`config.mk`:
```
export PLATFORM = sky130hd
export DESIGN_NAME = serial_nand_instruction_decoder
export DESIGN_NICKNAME = d
export VERILOG_FILES = /design/src/design/serial_nand_pkg.sv /design/src/design/pin_sync.sv /design/src/design/serial_nand_instruction_decoder.sv /design/src/design/sync_fifo.sv
export SDC_FILE = /design/constraint.sdc
export NUM_CORES = 1
export LEC_CHECK = 0
export BUFFER_PORTS_ARGS = -buffer_cell sky130_fd_sc_hd__buf_2
export CORE_UTILIZATION = 55
export DETAILED_ROUTE_END_ITERATION = 8
export PLACE_DENSITY = 0.76
export SYNTH_ARGS = -nofsm -noshare
export SYNTH_HDL_FRONTEND = slang
export SYNTH_HIERARCHICAL = 1
export SYNTH_SLANG_ARGS = --single-unit
```
`constraint.sdc`:
```
create_clock -name mclk -period 3.41 [get_ports mclk]
set_input_delay 0.682 -clock mclk [delete_from_list [all_inputs] [get_ports mclk]]
set_output_delay 0.682 -clock mclk [all_outputs]
set_load 0.01 [all_outputs]
```
`src/design/serial_nand_pkg.sv`:
```
/*
 Shared constants for the serial NAND instruction front end: opcodes, byte
 counts of each instruction layout, lane widths, status bit positions and
 the busy time after a continuous read. Assumes a 100 MHz system clock.
*/
package serial_nand_pkg;
   localparam int LANES = 4;
   localparam int BYTE_W = 8;
   localparam int FIFO_WIDTH = 8;
   localparam int FIFO_DEPTH = 16;
   localparam int ARG_W = 32;

   localparam logic [7:0] OP_RESET = 8'hFF;
   localparam logic [7:0] OP_WREN = 8'h06;
   localparam logic [7:0] OP_WRDI = 8'h04;
   localparam logic [7:0] OP_RDSR_A = 8'h0F;
   localparam logic [7:0] OP_RDSR_B = 8'h05;
   localparam logic [7:0] OP_WRSR_A = 8'h1F;
   localparam logic [7:0] OP_WRSR_B = 8'h01;
   localparam logic [7:0] OP_ID = 8'h9F;
   localparam logic [7:0] OP_DIE_SEL = 8'hC2;
   localparam logic [7:0] OP_REMAP = 8'hA1;
   localparam logic [7:0] OP_REMAP_LUT = 8'hA5;
   localparam logic [7:0] OP_ECC_PAGE = 8'hA9;
   localparam logic [7:0] OP_ERASE = 8'hD8;
   localparam logic [7:0] OP_LOAD = 8'h02;
   localparam logic [7:0] OP_LOAD_RND = 8'h84;
   localparam logic [7:0] OP_QLOAD = 8'h32;
   localparam logic [7:0] OP_QLOAD_RND = 8'h34;
   localparam logic [7:0] OP_PGM_EXEC = 8'h10;
   localparam logic [7:0] OP_PAGE_READ = 8'h13;
   localparam logic [7:0] OP_READ = 8'h03;
   localparam logic [7:0] OP_FREAD = 8'h0B;
   localparam logic [7:0] OP_FREAD_EXT = 8'h0C;
   localparam logic [7:0] OP_X2_OUT = 8'h3B;
   localparam logic [7:0] OP_X2_OUT_EXT = 8'h3C;
   localparam logic [7:0] OP_X4_OUT = 8'h6B;
   localparam logic [7:0] OP_X4_OUT_EXT = 8'h6C;
   localparam logic [7:0] OP_X2_IO = 8'hBB;
   localparam logic [7:0] OP_X2_IO_EXT = 8'hBC;
   localparam logic [7:0] OP_X4_IO = 8'hEB;
   localparam logic [7:0] OP_X4_IO_EXT = 8'hEC;

   localparam logic [2:0] LANE_X1 = 3'd1;
   localparam logic [2:0] LANE_X2 = 3'd2;
   localparam logic [2:0] LANE_X4 = 3'd4;

   localparam logic [2:0] PARAM_SR = 3'd1;
   localparam logic [2:0] PARAM_WRSR = 3'd2;
   localparam logic [2:0] PARAM_DIE = 3'd1;
   localparam logic [2:0] PARAM_PAGE = 3'd3;
   localparam logic [2:0] PARAM_REMAP = 3'd4;
   localparam logic [2:0] PARAM_COL = 3'd2;
   localparam logic [2:0] DUMMY_AUX = 3'd1;
   localparam logic [2:0] DUMMY_READ = 3'd3;
   localparam logic [2:0] DUMMY_FAST = 3'd4;
   localparam logic [2:0] DUMMY_FAST_EXT = 3'd5;
   localparam logic [2:0] DUMMY_X4_IO = 3'd6;
   localparam logic [2:0] DUMMY_X4_IO_EXT = 3'd7;

   localparam int ST_BUSY_BIT = 0;
   localparam int ST_WEL_BIT = 1;
   localparam logic [7:0] IDLE_BYTE = 8'hFF;
   localparam logic [6:0] SYNC_INIT = 7'h01;

   localparam int CLK_PERIOD_NS = 10;
   localparam int CRD_BUSY_NS = 5000;
   localparam int CRD_BUSY_CYC = (CRD_BUSY_NS + CLK_PERIOD_NS - 1) / CLK_PERIOD_NS;
   localparam int TIMER_W = 10;

   typedef enum {OUT_NONE, OUT_ARRAY, OUT_STATUS, OUT_ID} out_kind_t;

   typedef struct packed {
      logic known;
      logic [2:0] n_param;
      logic [2:0] param_lanes;
      logic [2:0] n_dummy;
      logic [2:0] dummy_lanes;
      logic data_in;
      logic [1:0] out_kind;
      logic [2:0] data_lanes;
      logic write_class;
      logic busy_ok;
      logic quad;
      logic cont_read;
      logic starts_op;
   } cmd_t;
endpackage : serial_nand_pkg

```
`src/design/pin_sync.sv`:
```
/*
 Two-flop synchroniser for a group of pins that arrive from outside the
 system clock domain. Assumes each bit is an independent level.
*/
`timescale 1ns/100ps
`default_nettype none
module pin_sync #(
   parameter int W = 1,
   parameter logic [W-1:0] INIT = '0
) (
   input wire logic mclk,
   input wire logic rst_n,
   input wire logic [W-1:0] async_in,
   output logic [W-1:0] sync_out
);
   logic [W-1:0] meta;

   // First stage feeds only the second stage
   always_ff @(posedge mclk or negedge rst_n) begin
      if (!rst_n) begin
         meta <= INIT;
         sync_out <= INIT;
      end else begin
         meta <= async_in;
         sync_out <= meta;
      end
   end
endmodule : pin_sync
`default_nettype wire

```
`src/design/serial_nand_instruction_decoder.sv`:
```
/*
 Serial bus instruction front end of one NAND die in continuous read mode.
 Frames instructions between chip-select edges, decodes opcodes, gates them
 on busy, quad inhibit and byte alignment, and serves read data from a FIFO.
 Assumes pins are asynchronous and sampled here; the array side answers
 with array_done and feeds read bytes through rd_data/rd_valid.
*/
// What this block does
// - Chip select falling starts a new frame
// - First eight bits are the opcode
// - Sample on rising clock, MSB first
// - Chip select rising ends the instruction
// - Reads may end after any bit
// - Misaligned write, program, erase are ignored
// - Busy while array operations run
// - While busy only status and ID accepted
// - All basic instructions decoded in x1/x2/x4; the code shifts opcode and parameter bytes in on lane 0 (x1) only
// - Opcode then any address, data, dummy bytes
// - 32h: two address bytes, quad data, buffer reset
// - 3Bh: four dummies, dual output
// - 3Ch: five dummies, dual output
// - 6Bh: four dummies, quad output
// - 6Ch: five dummies, quad output
// - Dual output: odd bits lane one, even lane zero
// - Quad: lane n carries bit n+4 then n
// - Continuous read end: busy and buffer invalid
// - Quad inhibit rejects quad commands
`timescale 1ns/100ps
`default_nettype none
module serial_nand_instruction_decoder #(
   parameter logic [7:0] MAKER_CODE = 8'h5A,   // Arbitrary value
   parameter logic [15:0] PART_CODE = 16'h1234 // Arbitrary value
) (
   input wire logic mclk,
   input wire logic rst_n,
   input wire logic cs_n,
   input wire logic sclk,
   input wire logic [serial_nand_pkg::LANES-1:0] lane_in,
   output logic [serial_nand_pkg::LANES-1:0] lane_out,
   output logic [serial_nand_pkg::LANES-1:0] lane_oe,
   input wire logic quad_inhibit,
   input wire logic array_done,
   input wire logic [serial_nand_pkg::FIFO_WIDTH-1:0] rd_data,
   input wire logic rd_valid,
   output logic rd_ready,
   output logic [serial_nand_pkg::BYTE_W-1:0] pgm_data,
   output logic pgm_valid,
   output logic buf_restart,
   output logic cmd_exec,
   output logic [serial_nand_pkg::BYTE_W-1:0] cmd_code,
   output logic [serial_nand_pkg::ARG_W-1:0] cmd_arg,
   output logic busy,
   output logic wel,
   output logic buf_invalid
);
   import serial_nand_pkg::*;

   typedef enum {PH_IDLE, PH_OPCODE, PH_PARAM, PH_DUMMY, PH_DIN, PH_DOUT, PH_TAIL,
      PH_IGNORE} ph_t;

   logic [6:0] s_out;
   logic cs_s, sclk_s, qinh_s, cs_d, sclk_d;
   logic [LANES-1:0] lanes_s;
   logic cs_fall, cs_rise, sck_rise, sck_fall;
   ph_t phase;
   cmd_t cmd, dc;
   logic [7:0] opcode, shreg, next_sh, fetch, status;
   logic [2:0] bitpos, next_bitpos, width, byte_cnt;
   logic [ARG_W-1:0] arg;
   logic byte_done, exec_ok, read_end, accept, pop, drive_fall;
   logic [3:0] out_left;
   logic [7:0] out_sh, drv;
   logic [1:0] id_idx;
   logic busy_op, next_busy_op;
   logic [TIMER_W-1:0] rd_timer, next_timer;
   logic [FIFO_WIDTH-1:0] fifo_data;
   logic fifo_valid;

   pin_sync #(.W(7), .INIT(SYNC_INIT)) u_sync (
      .mclk(mclk),
      .rst_n(rst_n),
      .async_in({quad_inhibit, lane_in, sclk, cs_n}),
      .sync_out(s_out)
   );

   sync_fifo #(.WIDTH(FIFO_WIDTH), .DEPTH(FIFO_DEPTH)) u_fifo (
      .mclk(mclk),
      .rst_n(rst_n),
      .flush(read_end),
      .in_data(rd_data),
      .in_valid(rd_valid),
      .in_ready(rd_ready),
      .out_data(fifo_data),
      .out_valid(fifo_valid),
      .out_ready(pop)
   );

   assign cs_s = s_out[0];
   assign sclk_s = s_out[1];
   assign lanes_s = s_out[5:2];
   assign qinh_s = s_out[6];
   assign cs_fall = cs_d && !cs_s;
   assign cs_rise = !cs_d && cs_s;
   assign sck_rise = !sclk_d && sclk_s && !cs_s;
   assign sck_fall = sclk_d && !sclk_s && !cs_s;

   // Layout of each instruction: parameter, dummy and data phases
   function automatic cmd_t decode(input logic [7:0] op);
      cmd_t c;
      c = '0;
      c.known = 1'b1;
      c.param_lanes = LANE_X1;
      c.dummy_lanes = LANE_X1;
      c.data_lanes = LANE_X1;
      c.quad = op inside {OP_QLOAD, OP_QLOAD_RND, OP_X4_OUT, OP_X4_OUT_EXT, OP_X4_IO,
         OP_X4_IO_EXT};
      c.cont_read = op inside {OP_READ, OP_FREAD, OP_FREAD_EXT, OP_X2_OUT, OP_X2_OUT_EXT,
         OP_X4_OUT, OP_X4_OUT_EXT, OP_X2_IO, OP_X2_IO_EXT, OP_X4_IO, OP_X4_IO_EXT};
      if (c.cont_read) begin
         c.out_kind = 2'(OUT_ARRAY);
      end
      case (op)
         OP_RESET: c.busy_ok = 1'b0;
         OP_WREN, OP_WRDI: c.write_class = 1'b1;
         OP_RDSR_A, OP_RDSR_B: begin
            c.n_param = PARAM_SR;
            c.out_kind = 2'(OUT_STATUS);
            c.busy_ok = 1'b1;
         end
         OP_WRSR_A, OP_WRSR_B: begin
            c.n_param = PARAM_WRSR;
            c.write_class = 1'b1;
         end
         OP_ID: begin
            c.n_dummy = DUMMY_AUX;
            c.out_kind = 2'(OUT_ID);
            c.busy_ok = 1'b1;
         end
         OP_DIE_SEL: c.n_param = PARAM_DIE;
         OP_REMAP: begin
            c.n_param = PARAM_REMAP;
            c.write_class = 1'b1;
            c.starts_op = 1'b1;
         end
         OP_REMAP_LUT, OP_ECC_PAGE: begin
            c.n_dummy = DUMMY_AUX;
            c.out_kind = 2'(OUT_ARRAY);
         end
         OP_ERASE, OP_PGM_EXEC: begin
            c.n_param = PARAM_PAGE;
            c.write_class = 1'b1;
            c.starts_op = 1'b1;
         end
         OP_PAGE_READ: begin
            c.n_param = PARAM_PAGE;
            c.starts_op = 1'b1;
         end
         OP_LOAD, OP_LOAD_RND, OP_QLOAD, OP_QLOAD_RND: begin
            c.n_param = PARAM_COL;
            c.data_in = 1'b1;
            c.write_class = 1'b1;
            c.data_lanes = c.quad ? LANE_X4 : LANE_X1;
         end
         OP_READ: c.n_dummy = DUMMY_READ;
         OP_FREAD: c.n_dummy = DUMMY_FAST;
         OP_FREAD_EXT: c.n_dummy = DUMMY_FAST_EXT;
         OP_X2_OUT, OP_X2_OUT_EXT: begin
            c.n_dummy = (op == OP_X2_OUT) ? DUMMY_FAST : DUMMY_FAST_EXT;
            c.data_lanes = LANE_X2;
         end
         OP_X4_OUT, OP_X4_OUT_EXT: begin
            c.n_dummy = (op == OP_X4_OUT) ? DUMMY_FAST : DUMMY_FAST_EXT;
            c.data_lanes = LANE_X4;
         end
         OP_X2_IO, OP_X2_IO_EXT: begin
            c.n_dummy = (op == OP_X2_IO) ? DUMMY_FAST : DUMMY_FAST_EXT;
            c.dummy_lanes = LANE_X2;
            c.data_lanes = LANE_X2;
         end
         OP_X4_IO, OP_X4_IO_EXT: begin
            c.n_dummy = (op == OP_X4_IO) ? DUMMY_X4_IO : DUMMY_X4_IO_EXT;
            c.dummy_lanes = LANE_X4;
            c.data_lanes = LANE_X4;
         end
         default: c.known = 1'b0;
      endcase
      return c;
   endfunction : decode

   // Phase that follows a finished opcode, parameter or dummy stretch
   function automatic ph_t follow(input cmd_t c, input ph_t from);
      if (from == PH_OPCODE && c.n_param != '0) begin
         return PH_PARAM;
      end
      if (from != PH_DUMMY && c.n_dummy != '0) begin
         return PH_DUMMY;
      end
      if (c.data_in) begin
         return PH_DIN;
      end
      if (c.out_kind != 2'(OUT_NONE)) begin
         return PH_DOUT;
      end
      return PH_TAIL;
   endfunction : follow

   // Input shifting at the lane width of the current phase
   always_comb begin
      width = LANE_X1;
      if (phase == PH_PARAM) begin
         width = cmd.param_lanes;
      end else if (phase == PH_DUMMY) begin
         width = cmd.dummy_lanes;
      end else if (phase == PH_DIN) begin
         width = cmd.data_lanes;
      end
      case (width)
         LANE_X2: next_sh = {shreg[5:0], lanes_s[1], lanes_s[0]};
         LANE_X4: next_sh = {shreg[3:0], lanes_s};
         default: next_sh = {shreg[6:0], lanes_s[0]};
      endcase
      next_bitpos = bitpos + width;
      byte_done = sck_rise && next_bitpos == '0;
      dc = decode(next_sh);
      accept = dc.known && (!busy || dc.busy_ok) && !(dc.quad && qinh_s);
   end

   always_ff @(posedge mclk or negedge rst_n) begin
      if (!rst_n) begin
         cs_d <= 1'b1;
         sclk_d <= 1'b0;
         shreg <= '0;
         bitpos <= '0;
      end else begin
         cs_d <= cs_s;
         sclk_d <= sclk_s;
         if (cs_fall) begin
            bitpos <= '0;
         end else if (sck_rise) begin
            shreg <= next_sh;
            bitpos <= next_bitpos;
         end
      end
   end

   // Frame sequencer
   always_ff @(posedge mclk or negedge rst_n) begin
      if (!rst_n) begin
         phase <= PH_IDLE;
         cmd <= '0;
         opcode <= '0;
         byte_cnt <= '0;
         arg <= '0;
      end else if (cs_s) begin
         phase <= PH_IDLE;
      end else if (cs_fall) begin
         phase <= PH_OPCODE;
         byte_cnt <= '0;
         arg <= '0;
      end else if (byte_done) begin
         case (phase)
            PH_OPCODE: begin
               opcode <= next_sh;
               cmd <= dc;
               byte_cnt <= '0;
               phase <= accept ? follow(dc, PH_OPCODE) : PH_IGNORE;
            end
            PH_PARAM, PH_DUMMY: begin
               if (phase == PH_PARAM) begin
                  arg <= {arg[ARG_W-9:0], next_sh};
               end
               byte_cnt <= byte_cnt + 1'b1;
               if (byte_cnt + 1'b1 == (phase == PH_PARAM ? cmd.n_param : cmd.n_dummy)) begin
                  byte_cnt <= '0;
                  phase <= follow(cmd, phase);
               end
            end
            default: byte_cnt <= byte_cnt;
         endcase
      end
   end

   assign exec_ok = cs_rise && (phase inside {PH_DUMMY, PH_DIN, PH_DOUT, PH_TAIL}) &&
      !(cmd.write_class && bitpos != '0);
   assign read_end = cs_rise && cmd.cont_read && (phase inside {PH_DUMMY, PH_DOUT});

   // Program data bytes, buffer restart and executed-instruction report
   always_ff @(posedge mclk or negedge rst_n) begin
      if (!rst_n) begin
         pgm_data <= '0;
         pgm_valid <= 1'b0;
         buf_restart <= 1'b0;
         cmd_exec <= 1'b0;
         cmd_code <= '0;
         cmd_arg <= '0;
         buf_invalid <= 1'b0;
      end else begin
         pgm_valid <= byte_done && phase == PH_DIN;
         if (byte_done && phase == PH_DIN) begin
            pgm_data <= next_sh;
         end
         buf_restart <= byte_done && phase == PH_OPCODE && accept &&
            (next_sh == OP_LOAD || next_sh == OP_QLOAD);
         cmd_exec <= exec_ok;
         if (exec_ok) begin
            cmd_code <= opcode;
            cmd_arg <= arg;
         end
         buf_invalid <= read_end;
      end
   end

   // Busy from array operations and from the end of a continuous read
   always_comb begin
      next_busy_op = busy_op;
      if (exec_ok && cmd.starts_op) begin
         next_busy_op = 1'b1;
      end else if (array_done) begin
         next_busy_op = 1'b0;
      end
      next_timer = (rd_timer != '0) ? rd_timer - 1'b1 : rd_timer;
      if (read_end) begin
         next_timer = TIMER_W'(CRD_BUSY_CYC);
      end
   end

   always_ff @(posedge mclk or negedge rst_n) begin
      if (!rst_n) begin
         busy_op <= 1'b0;
         rd_timer <= '0;
         busy <= 1'b0;
      end else begin
         busy_op <= next_busy_op;
         rd_timer <= next_timer;
         busy <= next_busy_op || next_timer != '0;
      end
   end

   always_ff @(posedge mclk or negedge rst_n) begin
      if (!rst_n) begin
         wel <= 1'b0;
      end else if (exec_ok) begin
         if (opcode == OP_WREN) begin
            wel <= 1'b1;
         end else if (opcode == OP_WRDI || opcode == OP_RESET || cmd.starts_op) begin
            wel <= 1'b0;
         end
      end
   end

   // Output byte source and lane mapping
   assign drive_fall = sck_fall && phase == PH_DOUT;
   always_comb begin
      status = '0;
      status[ST_BUSY_BIT] = busy;
      status[ST_WEL_BIT] = wel;
      fetch = IDLE_BYTE;
      pop = 1'b0;
      case (cmd.out_kind)
         2'(OUT_ARRAY): begin
            fetch = fifo_valid ? fifo_data : IDLE_BYTE;
            pop = drive_fall && out_left == '0 && fifo_valid;
         end
         2'(OUT_STATUS): fetch = status;
         2'(OUT_ID): fetch = (id_idx == 2'd0) ? MAKER_CODE :
            (id_idx == 2'd1) ? PART_CODE[15:8] : PART_CODE[7:0];
         default: fetch = IDLE_BYTE;
      endcase
      drv = (out_left == '0) ? fetch : out_sh;
   end

   always_ff @(posedge mclk or negedge rst_n) begin
      if (!rst_n) begin
         lane_out <= '0;
         lane_oe <= '0;
         out_sh <= '0;
         out_left <= '0;
         id_idx <= '0;
      end else if (phase != PH_DOUT) begin
         lane_oe <= '0;
         out_left <= '0;
         id_idx <= '0;
      end else if (drive_fall) begin
         case (cmd.data_lanes)
            LANE_X2: begin
               lane_out <= {2'b00, drv[7], drv[6]};
               lane_oe <= 4'h3;
            end
            LANE_X4: begin
               lane_out <= drv[7:4];
               lane_oe <= 4'hF;
            end
            default: begin
               lane_out <= {2'b00, drv[7], 1'b0};
               lane_oe <= 4'h2;
            end
         endcase
         out_sh <= drv << cmd.data_lanes;
         out_left <= ((out_left == '0) ? 4'd8 : out_left) - {1'b0, cmd.data_lanes};
         if (out_left == '0) begin
            id_idx <= (id_idx == 2'd2) ? 2'd0 : id_idx + 1'b1;
         end
      end
   end
endmodule : serial_nand_instruction_decoder
`default_nettype wire

```
`src/design/sync_fifo.sv`:
```
/*
 Small synchronous FIFO with registered full and empty flags and a flush.
 Assumes the writer honours in_ready and the reader honours out_valid.
*/
`timescale 1ns/100ps
`default_nettype none
module sync_fifo #(
   parameter int WIDTH = 8,
   parameter int DEPTH = 16
) (
   input wire logic mclk,
   input wire logic rst_n,
   input wire logic flush,
   input wire logic [WIDTH-1:0] in_data,
   input wire logic in_valid,
   output logic in_ready,
   output logic [WIDTH-1:0] out_data,
   output logic out_valid,
   input wire logic out_ready
);
   localparam int AW = $clog2(DEPTH);
   logic [WIDTH-1:0] mem [DEPTH];
   logic [AW-1:0] wptr;
   logic [AW-1:0] rptr;
   logic [AW:0] count;
   logic [AW:0] next_count;
   logic push;
   logic pop;

   assign push = in_valid && in_ready;
   assign pop = out_valid && out_ready;
   assign out_data = mem[rptr];

   always_comb begin
      next_count = count;
      if (flush) begin
         next_count = '0;
      end else if (push && !pop) begin
         next_count = count + 1'b1;
      end else if (pop && !push) begin
         next_count = count - 1'b1;
      end
   end

   always_ff @(posedge mclk) begin
      if (push) begin
         mem[wptr] <= in_data;
      end
   end

   always_ff @(posedge mclk or negedge rst_n) begin
      if (!rst_n) begin
         wptr <= '0;
         rptr <= '0;
         count <= '0;
         in_ready <= 1'b1;
         out_valid <= 1'b0;
      end else begin
         if (flush) begin
            wptr <= '0;
            rptr <= '0;
         end else begin
            if (push) begin
               wptr <= (wptr == AW'(DEPTH - 1)) ? '0 : wptr + 1'b1;
            end
            if (pop) begin
               rptr <= (rptr == AW'(DEPTH - 1)) ? '0 : rptr + 1'b1;
            end
         end
         count <= next_count;
         in_ready <= (next_count != (AW + 1)'(DEPTH));
         out_valid <= (next_count != '0);
      end
   end
endmodule : sync_fifo
`default_nettype wire
```
==> results of run 1 <==
## logic make-up after synthesis
logic type | after synthesis
buf+inv | 97
flops | 320
simple gates | 342
fa+ha+maj | 15
mux | 104
xor+xnor | 21
compound gates | 276
## layout by cell type (no fill, tap or decap), types with 12 or more instances in the layout
cell,netlist,routed
dfrtp_1,188,184
edfxtp_1,128,128
nand2_1,104,104
buf_4,5,92
nor2_1,93,91
buf_2,18,80
o21ai_0,78,77
a21oi_1,59,53
mux2_2,51,51
a22o_1,37,36
mux2i_1,35,35
clkbuf_16,0,35
nand3_1,31,31
nor3_1,22,22
inv_1,17,17
mux4_2,16,16
nand4_1,15,15
xnor2_1,16,14
a22oi_1,12,12
ha_1,13,12
## worst max-delay path, stage by stage, from the launching register on
cell and delay (ns):
dfrtp_2 0.44, buf_4 0.16, and3b_1 0.23, o211ai_4 0.24
nor2_4 0.09, buf_4 0.17, a221oi_4 0.39, xnor2_1 0.11
o32a_1 0.29, or4_4 0.45, a22o_4 0.28, and4b_1 0.27
o32ai_2 0.09
## timing repair
action,in CTS,in global routing
pin swaps,1,17
resized for setup,6,34
endpoints found under the setup margin,5,74
gates cloned,0,0
buffers inserted,1,16
## worst paths after layout
check                      cells past startpoint      startpoint                  to
setup reg to reg                              12        phase[1]            phase[0]
min in group mclk                              1            cs_n      u_sync/meta[0]
setup / recovery                              12        phase[1]            phase[0]
hold / removal                                 1           rst_n             arg[25]
max in group asynchronous                      2           rst_n                cs_d
hold reg to reg                                0  u_sync/meta[1]  u_sync/sync_out[1]
## registers in the layout, summed over array words and instances, names as in the netlist, 4 cells and up
name,flops
arg,32
cmd,19
cmd_arg,32
cmd_code,8
lane_out,4
opcode,8
out_left,4
out_sh,8
pgm_data,8
rd_timer,10
shreg,7
u_fifo/count,5
u_fifo/mem,128
u_fifo/rptr,4
u_fifo/wptr,4
u_sync/meta,7
u_sync/sync_out,7
## through the flow
step / setup TNS [ns] / worst slack [ns] / hold WS, ns
floorplan: 0 / 0.0735 / 0.331
global placement: -0.0426 / -0.0426 / 0.333
detailed placement: -0.232 / -0.128 / 0.335
CTS: -0.000444 / -0.000444 / 0.249
global route: -0.103 / -0.0833 / 0.263
finish: 0 / 0.0671 / 0.206
## cell type report
class	instances	area [um^2]
multi-input combinational	758	5530
timing repair buffer	186	1290
tap	330	413
clock inverter	10	118
sequential	320	8660
antenna	1	2.50
fill	1830	8390
clock buffer	51	996
inverter	18	67.6
## power breakdown
part           switching [mW]  internal (mW)  leakage, nW
Clock                    1.44           2.18        0.542
Combinational            1.22          0.876         2.79
Sequential              0.293           4.33         3.73
Total                    2.96           7.39         7.06
## routing by layer
metal  routed length (um)  up-vias
met1                15400     5130
li1                     -     4674
met2                15600      389
met3                 2160       80
met4                  938        0
met5                    0        -
==> impl_metrics.toml, run 1 <==
[clocking]
clockRootBuffer = "clkbuf_16"
holdBufCountCts = 0
clkLatencyLatePin_ns = 0.51
cts.sinks = 320
max-clock-path-buffers = 3
cts_tree = "built"
clk_pin_slew_ns = 0.06
h-tree-depth = 2
cts_inserted_buffers = 34

[outcome]
status = "completed"

[drt]
dr.pass1.iters = 5
avgViaCountPerCell = 6.14
wl_per_cell_um = 20.4
route.detailed.drc = 0
wl_um = 34100
vias = 10273
drtIter0Drc = 1072
ant_nets = 0

[power_and_ir_drop]
power.density_nw_per_um2 = 606
ir_worst_vdd_v = 0.000464
p_leak_nw = 7.06
p_total_mw = 10.3

[worst_setup_path]
rrSetupSlack_ns = 0.07
crit_type = "flip-flop to flip-flop"
endpoint_kind = "flip-flop"
critPathRequiredTime_ns = 3.78
crit_arrival_ns = 3.71
critPathMaxFanout = 6
cp-start-kind = "flip-flop"

[synth]
synth.mux.area_fraction_pct = 9.10
synth_xor_area_share_pct = 1.27
yosysMostFrequentCell = "dfrtp_1"
synth_edf_count = 128
synth_area_leader_cell = "dfrtp_1"
synth_top_family_by_area = "compound AO/OA/AOI/OAI gates"
synth_fa_ha_area_share_pct = 1.40
synthSimpleGateAreaFrac_pct = 11.7
ys_async_sr_fraction_pct = 60.0
ys_top_cells_by_count = "188 x dfrtp_1, 128 x edfxtp_1, 104 x nand2_1"
synth_compound_area_share_pct = 13.6
ys.flop_type = "dfrtp_1"
synth_area_per_cell_um2 = 12.3
synth-seq-cells = 320
yosys_warnings = 6
synthTopCellsByArea = "dfrtp_1 33%, edfxtp_1 27%, mux2_2 4.0%, o21ai_0 2.7%, nand2_1 2.7%"
ys_seq_area_share_pct = 59.9
netlist_area_um2 = 14500
yosysTopAreaCellShare_pct = 32.5
synth_cell_types = 89
syn_inst = 1175
syn_nets = 1209

[finish]
final_core_util_pct = 67.0
area_growth_syn_to_layout_pct = 18.2
drive_gt1_share_pct = 27.0
postLayoutCellArea_um2 = 17100
final_cells = 1674
final_nets = 1352

[global_route]
grtUsageMet3_pct = 3.94
met2_usage_pct = 40.0
grt_overflow_total = 0
antenna_found_initial = 0
met1_usage_pct = 37.6
gr-max-usage-layer = "met2"
grt_pass1_wl_um = 53900
grtUsageTotal_pct = 25.9
grt_max_degree = 91
grt_pass1_vias = 9785

[timing]
maxSlewHeadroom_pct = 45.5
finalHoldViolations = 0
fmax_ghz = 0.299
worst_pin_slew_ns = 0.815
period_needed_ns = 3.34
finalSetupViolCount = 0
clock_skew_ns = 0.0171
fin_crit_sh_pct = 98.0
maxSlewViolCount = 0

[place]
finalWeightedCongestion = 0.987
place_inst = 1596
place_area_um2 = 15600
dp.final_hpwl_um = 23000
portBuffers = 81

[floorplan]
core_um2 = 25500
fp.dieW_um = 164
rows = 58
pin_count = 82
die_h_um = 164
dieArea_um2 = 26900
start_util_pct = 56.7

[flow_run]
maxCapViolations = 0

[min_path]
hold_class = "primary input to async pin"
No activity file was read; power rests on OpenSTA's default activity.
==> run 2, diff against run 1 <==
CORE_MARGIN = 5   (was not set)
CORE_UTILIZATION = 56   (was 55)
CTS_BUF_LIST = sky130_fd_sc_hd__clkbuf_8   (was not set)
PLACE_DENSITY = 0.77   (was 0.76)
==> impl_metrics.toml, run 2 (same netlist as run 1, synthesis figures left out) <==
[drt]
drtIter0Drc = 808
wl_met3_um = 2720
ant_nets = 0
met1_length_um = 14700
top_layer = "met4"
wl_um = 34900
dr.pass1.iters = 5
avgViaCountPerCell = 6.11
route.detailed.drc = 0
wl_met2_um = 16500
vias = 10420
wl_per_cell_um = 20.4

[floorplan]
pin_count = 82
die_h_um = 171
start_util_pct = 57.1
core_um2 = 25300
rows = 58
fp.dieW_um = 171
dieArea_um2 = 29100

[clocking]
cts_inserted_buffers = 51
clkLatencyLatePin_ns = 0.60
h-tree-depth = 2
clk_pin_slew_ns = 0.06
clockRootBuffer = "clkbuf_8"
max-clock-path-buffers = 3
cts_tree = "built"
holdBufCountCts = 0
cts.sinks = 320

[worst_setup_path]
critPathRequiredTime_ns = 3.87
crit_arrival_ns = 3.84
crit_path_cell_trace = "buf_4 > and3b_1 > nor2_2 > o22ai_2 > a221oi_4 > buf_4 > nand3_1 > o32a_1 > or4_1 > a22o_1 > and4b_1 > o32ai_2"
cp-start-kind = "flip-flop"
crit_type = "flip-flop to flip-flop"
cp_common_cell = "buf_4"
endpoint_kind = "flip-flop"
critPathMaxFanout = 7
cpPeakStageDelay_ns = 0.47
cp_slowest_cell = "or4_1"

[timing]
grt_setup_unrepaired = "true"
finalSetupViolCount = 0
fmax_ghz = 0.296
clock_skew_ns = 0.0227
worst_pin_slew_ns = 0.888
fin_setup_tns_ns = 0
fin_crit_sh_pct = 99.2
maxSlewViolCount = 0
hold_slack_ns = 0.125
period_needed_ns = 3.38
finalHoldViolations = 0
maxSlewHeadroom_pct = 40.6
timing.final.ws_setup_ns = 0.0270

[finish]
final_common_cell = "dfrtp_1"
area_growth_syn_to_layout_pct = 17.6
largest_register_ffs = 128
final_cells = 1706
final-seq-area_um2 = 8660
multi_input_area_um2 = 5520
fill_cells = 1822
largestRegisters = "u_fifo/mem: 128 flops, arg: 32 flops, cmd_arg: 32 flops"
most-common-layout-cells = "184 x dfrtp_1, 128 x edfxtp_1, 103 x nand2_1"
insertedDiodeCount = 0
final_nets = 1370
drive_gt1_share_pct = 28.3
largest_register = "u_fifo/mem"

[global_route]
grtUsageTotal_pct = 23.7
grt_pass1_vias = 10320
antenna_found_initial = 0
grt_overflow_total = 0
grt_max_degree = 83
grt_pass1_wl_um = 55400

[power_and_ir_drop]
ir_worst_vdd_v = 0.000395
power.density_nw_per_um2 = 596
p_leak_nw = 7.11

[flow_run]
maxCapViolations = 0

[place]
portBuffers = 81
dp.final_hpwl_um = 23700
dp_slack_ns = -0.0841
finalWeightedCongestion = 0.912
place_inst = 1591

[outcome]
status = "completed"

[min_path]
hold_class = "primary input to async pin"
==> run 2: per-layer routing <==
layer / vias to the layer above / global-route usage [%]
met2: 437 / 38.1
li1: 4720 / -
met5: - / 0
met1: 5186 / 33.2
met3: 77 / 4.39
met4: 0 / 7.40
==> run 2: cell type report <==
cell class / count / area share [%]
Inverter: 18 / 0.398
Clock inverter: 35 / 1.47
Sequential cell: 320 / 51.0
Tap cell: 330 / 2.43
Timing Repair Buffer: 186 / 7.55
Clock buffer: 58 / 4.70
Multi-Input combinational cell: 759 / 32.5
==> run 2: path summary, 6_finish.rpt <==
path / start / end / slack, ns / cells past startpoint
min in group mclk: lane_in[0] / u_sync/meta[2] / 0.19 / 1
hold / removal: rst_n / cmd_arg[24] / 0.13 / 1
max in group asynchronous: rst_n / u_fifo/in_ready / 2.43 / 2
setup reg to reg: phase[1] / phase[0] / 0.03 / 12
setup / recovery: phase[1] / phase[0] / 0.03 / 12
hold reg to reg: u_sync/meta[5] / u_sync/sync_out[5] / 0.35 / 0
==> run 2: timing repair <==
| action | in CTS | in global routing |
|---|---|---|
| pin swaps | 0 | 16 |
| setup endpoints to repair | 12 | 63 |
| hold endpoints to repair | 0 | 0 |
| gates resized for setup | 6 | 36 |
| setup buffers | 0 | 21 |
| gates cloned | 0 | 1 |
==> run 2: power by group <==
part | total (mW) | switching [mW] | leakage (nW) | internal (mW)
clock network | 3.31 | 1.51 | 0.602 | 1.80
registers | 4.63 | 0.298 | 3.73 | 4.33
logic | 2.19 | 1.25 | 2.78 | 0.943
==> run 2: worst max-delay path, delay by kind of cell (launching register included) <==
kind	cells	cell delay, ns
flops	1	0.44
buf+inv	2	0.33
simple gates	5	1.35
compound gates	5	1.12
==> run 2: per-stage QoR <==
stage                     cell area (um^2)  utilization, %  power, mW
after global routing                 17000            67.1       10.6
after global placement               15600            61.6       6.63
final                                17000            67.1       10.1
after floorplan                      14500               -       5.90
after CTS                            16700            65.9       9.99
after detailed placement             15600            61.6       6.68
==> run 3, diff against run 2 <==
REMOVE_ABC_BUFFERS = 1   (was not set)
==> impl_metrics.toml, run 3 (same netlist as run 1, synthesis figures left out) <==
[flow_run]
maxCapViolations = 0

[global_route]
grt_overflow_total = 0
grt_pass1_vias = 9935
grt_max_degree = 94
antenna_found_initial = 0
grt_pass1_wl_um = 53500
grtUsageTotal_pct = 22.9

[finish]
fill_cells = 1823
final_nets = 1376
postLayoutCellArea_um2 = 17000
final_core_util_pct = 67.1
most-common-layout-cells = "186 x dfrtp_1, 128 x edfxtp_1, 104 x nand2_1"
area_growth_syn_to_layout_pct = 17.6
largestRegisters = "u_fifo/mem: 128 flops, arg: 32 flops, cmd_arg: 32 flops"
drive_gt1_share_pct = 28.5
largest_register = "u_fifo/mem"
insertedDiodeCount = 0
final_common_cell = "dfrtp_1"
largest_register_ffs = 128
final_cells = 1711

[drt]
wl_um = 33900
ant_nets = 0
drtIter0Drc = 1021
avgViaCountPerCell = 6.03
vias = 10311
wl_per_cell_um = 19.8
dr.pass1.iters = 7
route.detailed.drc = 0

[worst_setup_path]
path_delay_family = "compound AO/OA/AOI/OAI gates"
reg2reg_from = "phase[2]"
worst-path-buf-inv = 3
cp_slowest_cell = "dfrtp_2"
cpPeakStageDelay_ns = 0.41
critPathMaxFanout = 10
critPathRequiredTime_ns = 3.88
critPathLaunch = "phase[2]"
crit_type = "flip-flop to flip-flop"
cp-start-kind = "flip-flop"
crit_arrival_ns = 3.81
endpoint_kind = "flip-flop"
cp_common_cell = "buf_4"
crit_path_cell_trace = "clkbuf_2 > and3b_1 > buf_4 > o221ai_1 > a21oi_2 > a221oi_4 > buf_4 > nor3_1 > a32o_1 > a2111oi_4 > nand4_1 > and4b_1 > o32ai_2"

[power_and_ir_drop]
power.density_nw_per_um2 = 586
ir_worst_vdd_v = 0.000414
p_leak_nw = 7.12

[clocking]
cts_tree = "built"
cts.sinks = 320
clockRootBuffer = "clkbuf_8"
cts_inserted_buffers = 50
clkLatencyLatePin_ns = 0.59
h-tree-depth = 2
max-clock-path-buffers = 3
clk_pin_slew_ns = 0.06
holdBufCountCts = 0

[place]
portBuffers = 81
place_inst = 1593
place_area_um2 = 15600
finalWeightedCongestion = 0.942
dp.final_hpwl_um = 23200

[timing]
fmax_ghz = 0.300
hold_slack_ns = 0.144
maxSlewHeadroom_pct = 40.5
worst_pin_slew_ns = 0.890
clock_skew_ns = 0.0377
finalHoldViolations = 0
fin_crit_sh_pct = 97.9
finalSetupViolCount = 0
maxSlewViolCount = 0
period_needed_ns = 3.34

[floorplan]
die_h_um = 171
core_um2 = 25300
dieArea_um2 = 29100
rows = 58
fp.dieW_um = 171
pin_count = 82
start_util_pct = 57.1

[min_path]
hold_class = "primary input to async pin"

[outcome]
status = "completed"
-- run 3: cell count changes in the layout (fill, tap and decap cells not counted), sizes merged --
cell / before / now
buf: 185 / 192
clkbuf: 59 / 61
clkinvlp: 1 / 0
o22ai: 6 / 5
bufinv: 3 / 1
-- run 3: path summary, 6_finish.rpt --
kind                       slack (ns)  depth (start not counted)                  to
max reg2reg                      0.07                         13            phase[0]
min                              0.14                          1         cmd_arg[24]
max in group asynchronous        2.33                          2                cs_d
min in group mclk                0.21                          1      u_sync/meta[2]
min reg2reg                      0.35                          0  u_sync/sync_out[5]
max                              0.07                         13            phase[0]
-- run 3: layout make-up --
class                      count  area (um^2)  share of cell area [%]
clock buffer                  59          812                    4.78
clock inverter                32          185                    1.09
inverter                      18         67.6                   0.397
multi-input combinational    758         5530                    32.5
sequential                   320         8660                    50.9
tap                          330          413                    2.43
timing repair buffer         194         1340                    7.89
-- run 3: where the power goes --
group / switching, mW / leakage, nW / internal (mW)
Combinational: 1.24 / 2.81 / 0.953
Sequential: 0.299 / 3.73 / 4.33
Clock: 1.47 / 0.582 / 1.67
-- run 3: repair_timing --
action                     CTS  global route
resized for setup            2            38
setup endpoints to repair    2            67
pin swaps                    0            18
gates cloned                 0             1
hold endpoints to repair     0             0
setup buffers                0            26
-- run 3: stage by stage --
| stage | power, mW | setup TNS, ns | setup WS (ns) |
|---|---|---|---|
| global route | 10.5 | -0.220 | -0.0836 |
| finish | 9.97 | 0 | 0.0716 |
| CTS | 9.76 | 0 | 0.0101 |
| detailed placement | 6.60 | -0.0463 | -0.0463 |
| floorplan | 5.82 | -23.92 | -0.784 |
| global placement | 6.55 | 0 | 0.0106 |
-- run 3: layer usage --
layer / share of wire (%) / track usage, % / routed length [um] / vias up
met2: 47 / 36.0 / 15800 / 411
met5: 0 / 0 / 0 / -
li1: - / - / - / 4729
met1: 44 / 33.3 / 14800 / 5103
met3: 7.2 / 4.00 / 2450 / 68
met4: 2.5 / 6.88 / 864 / 0
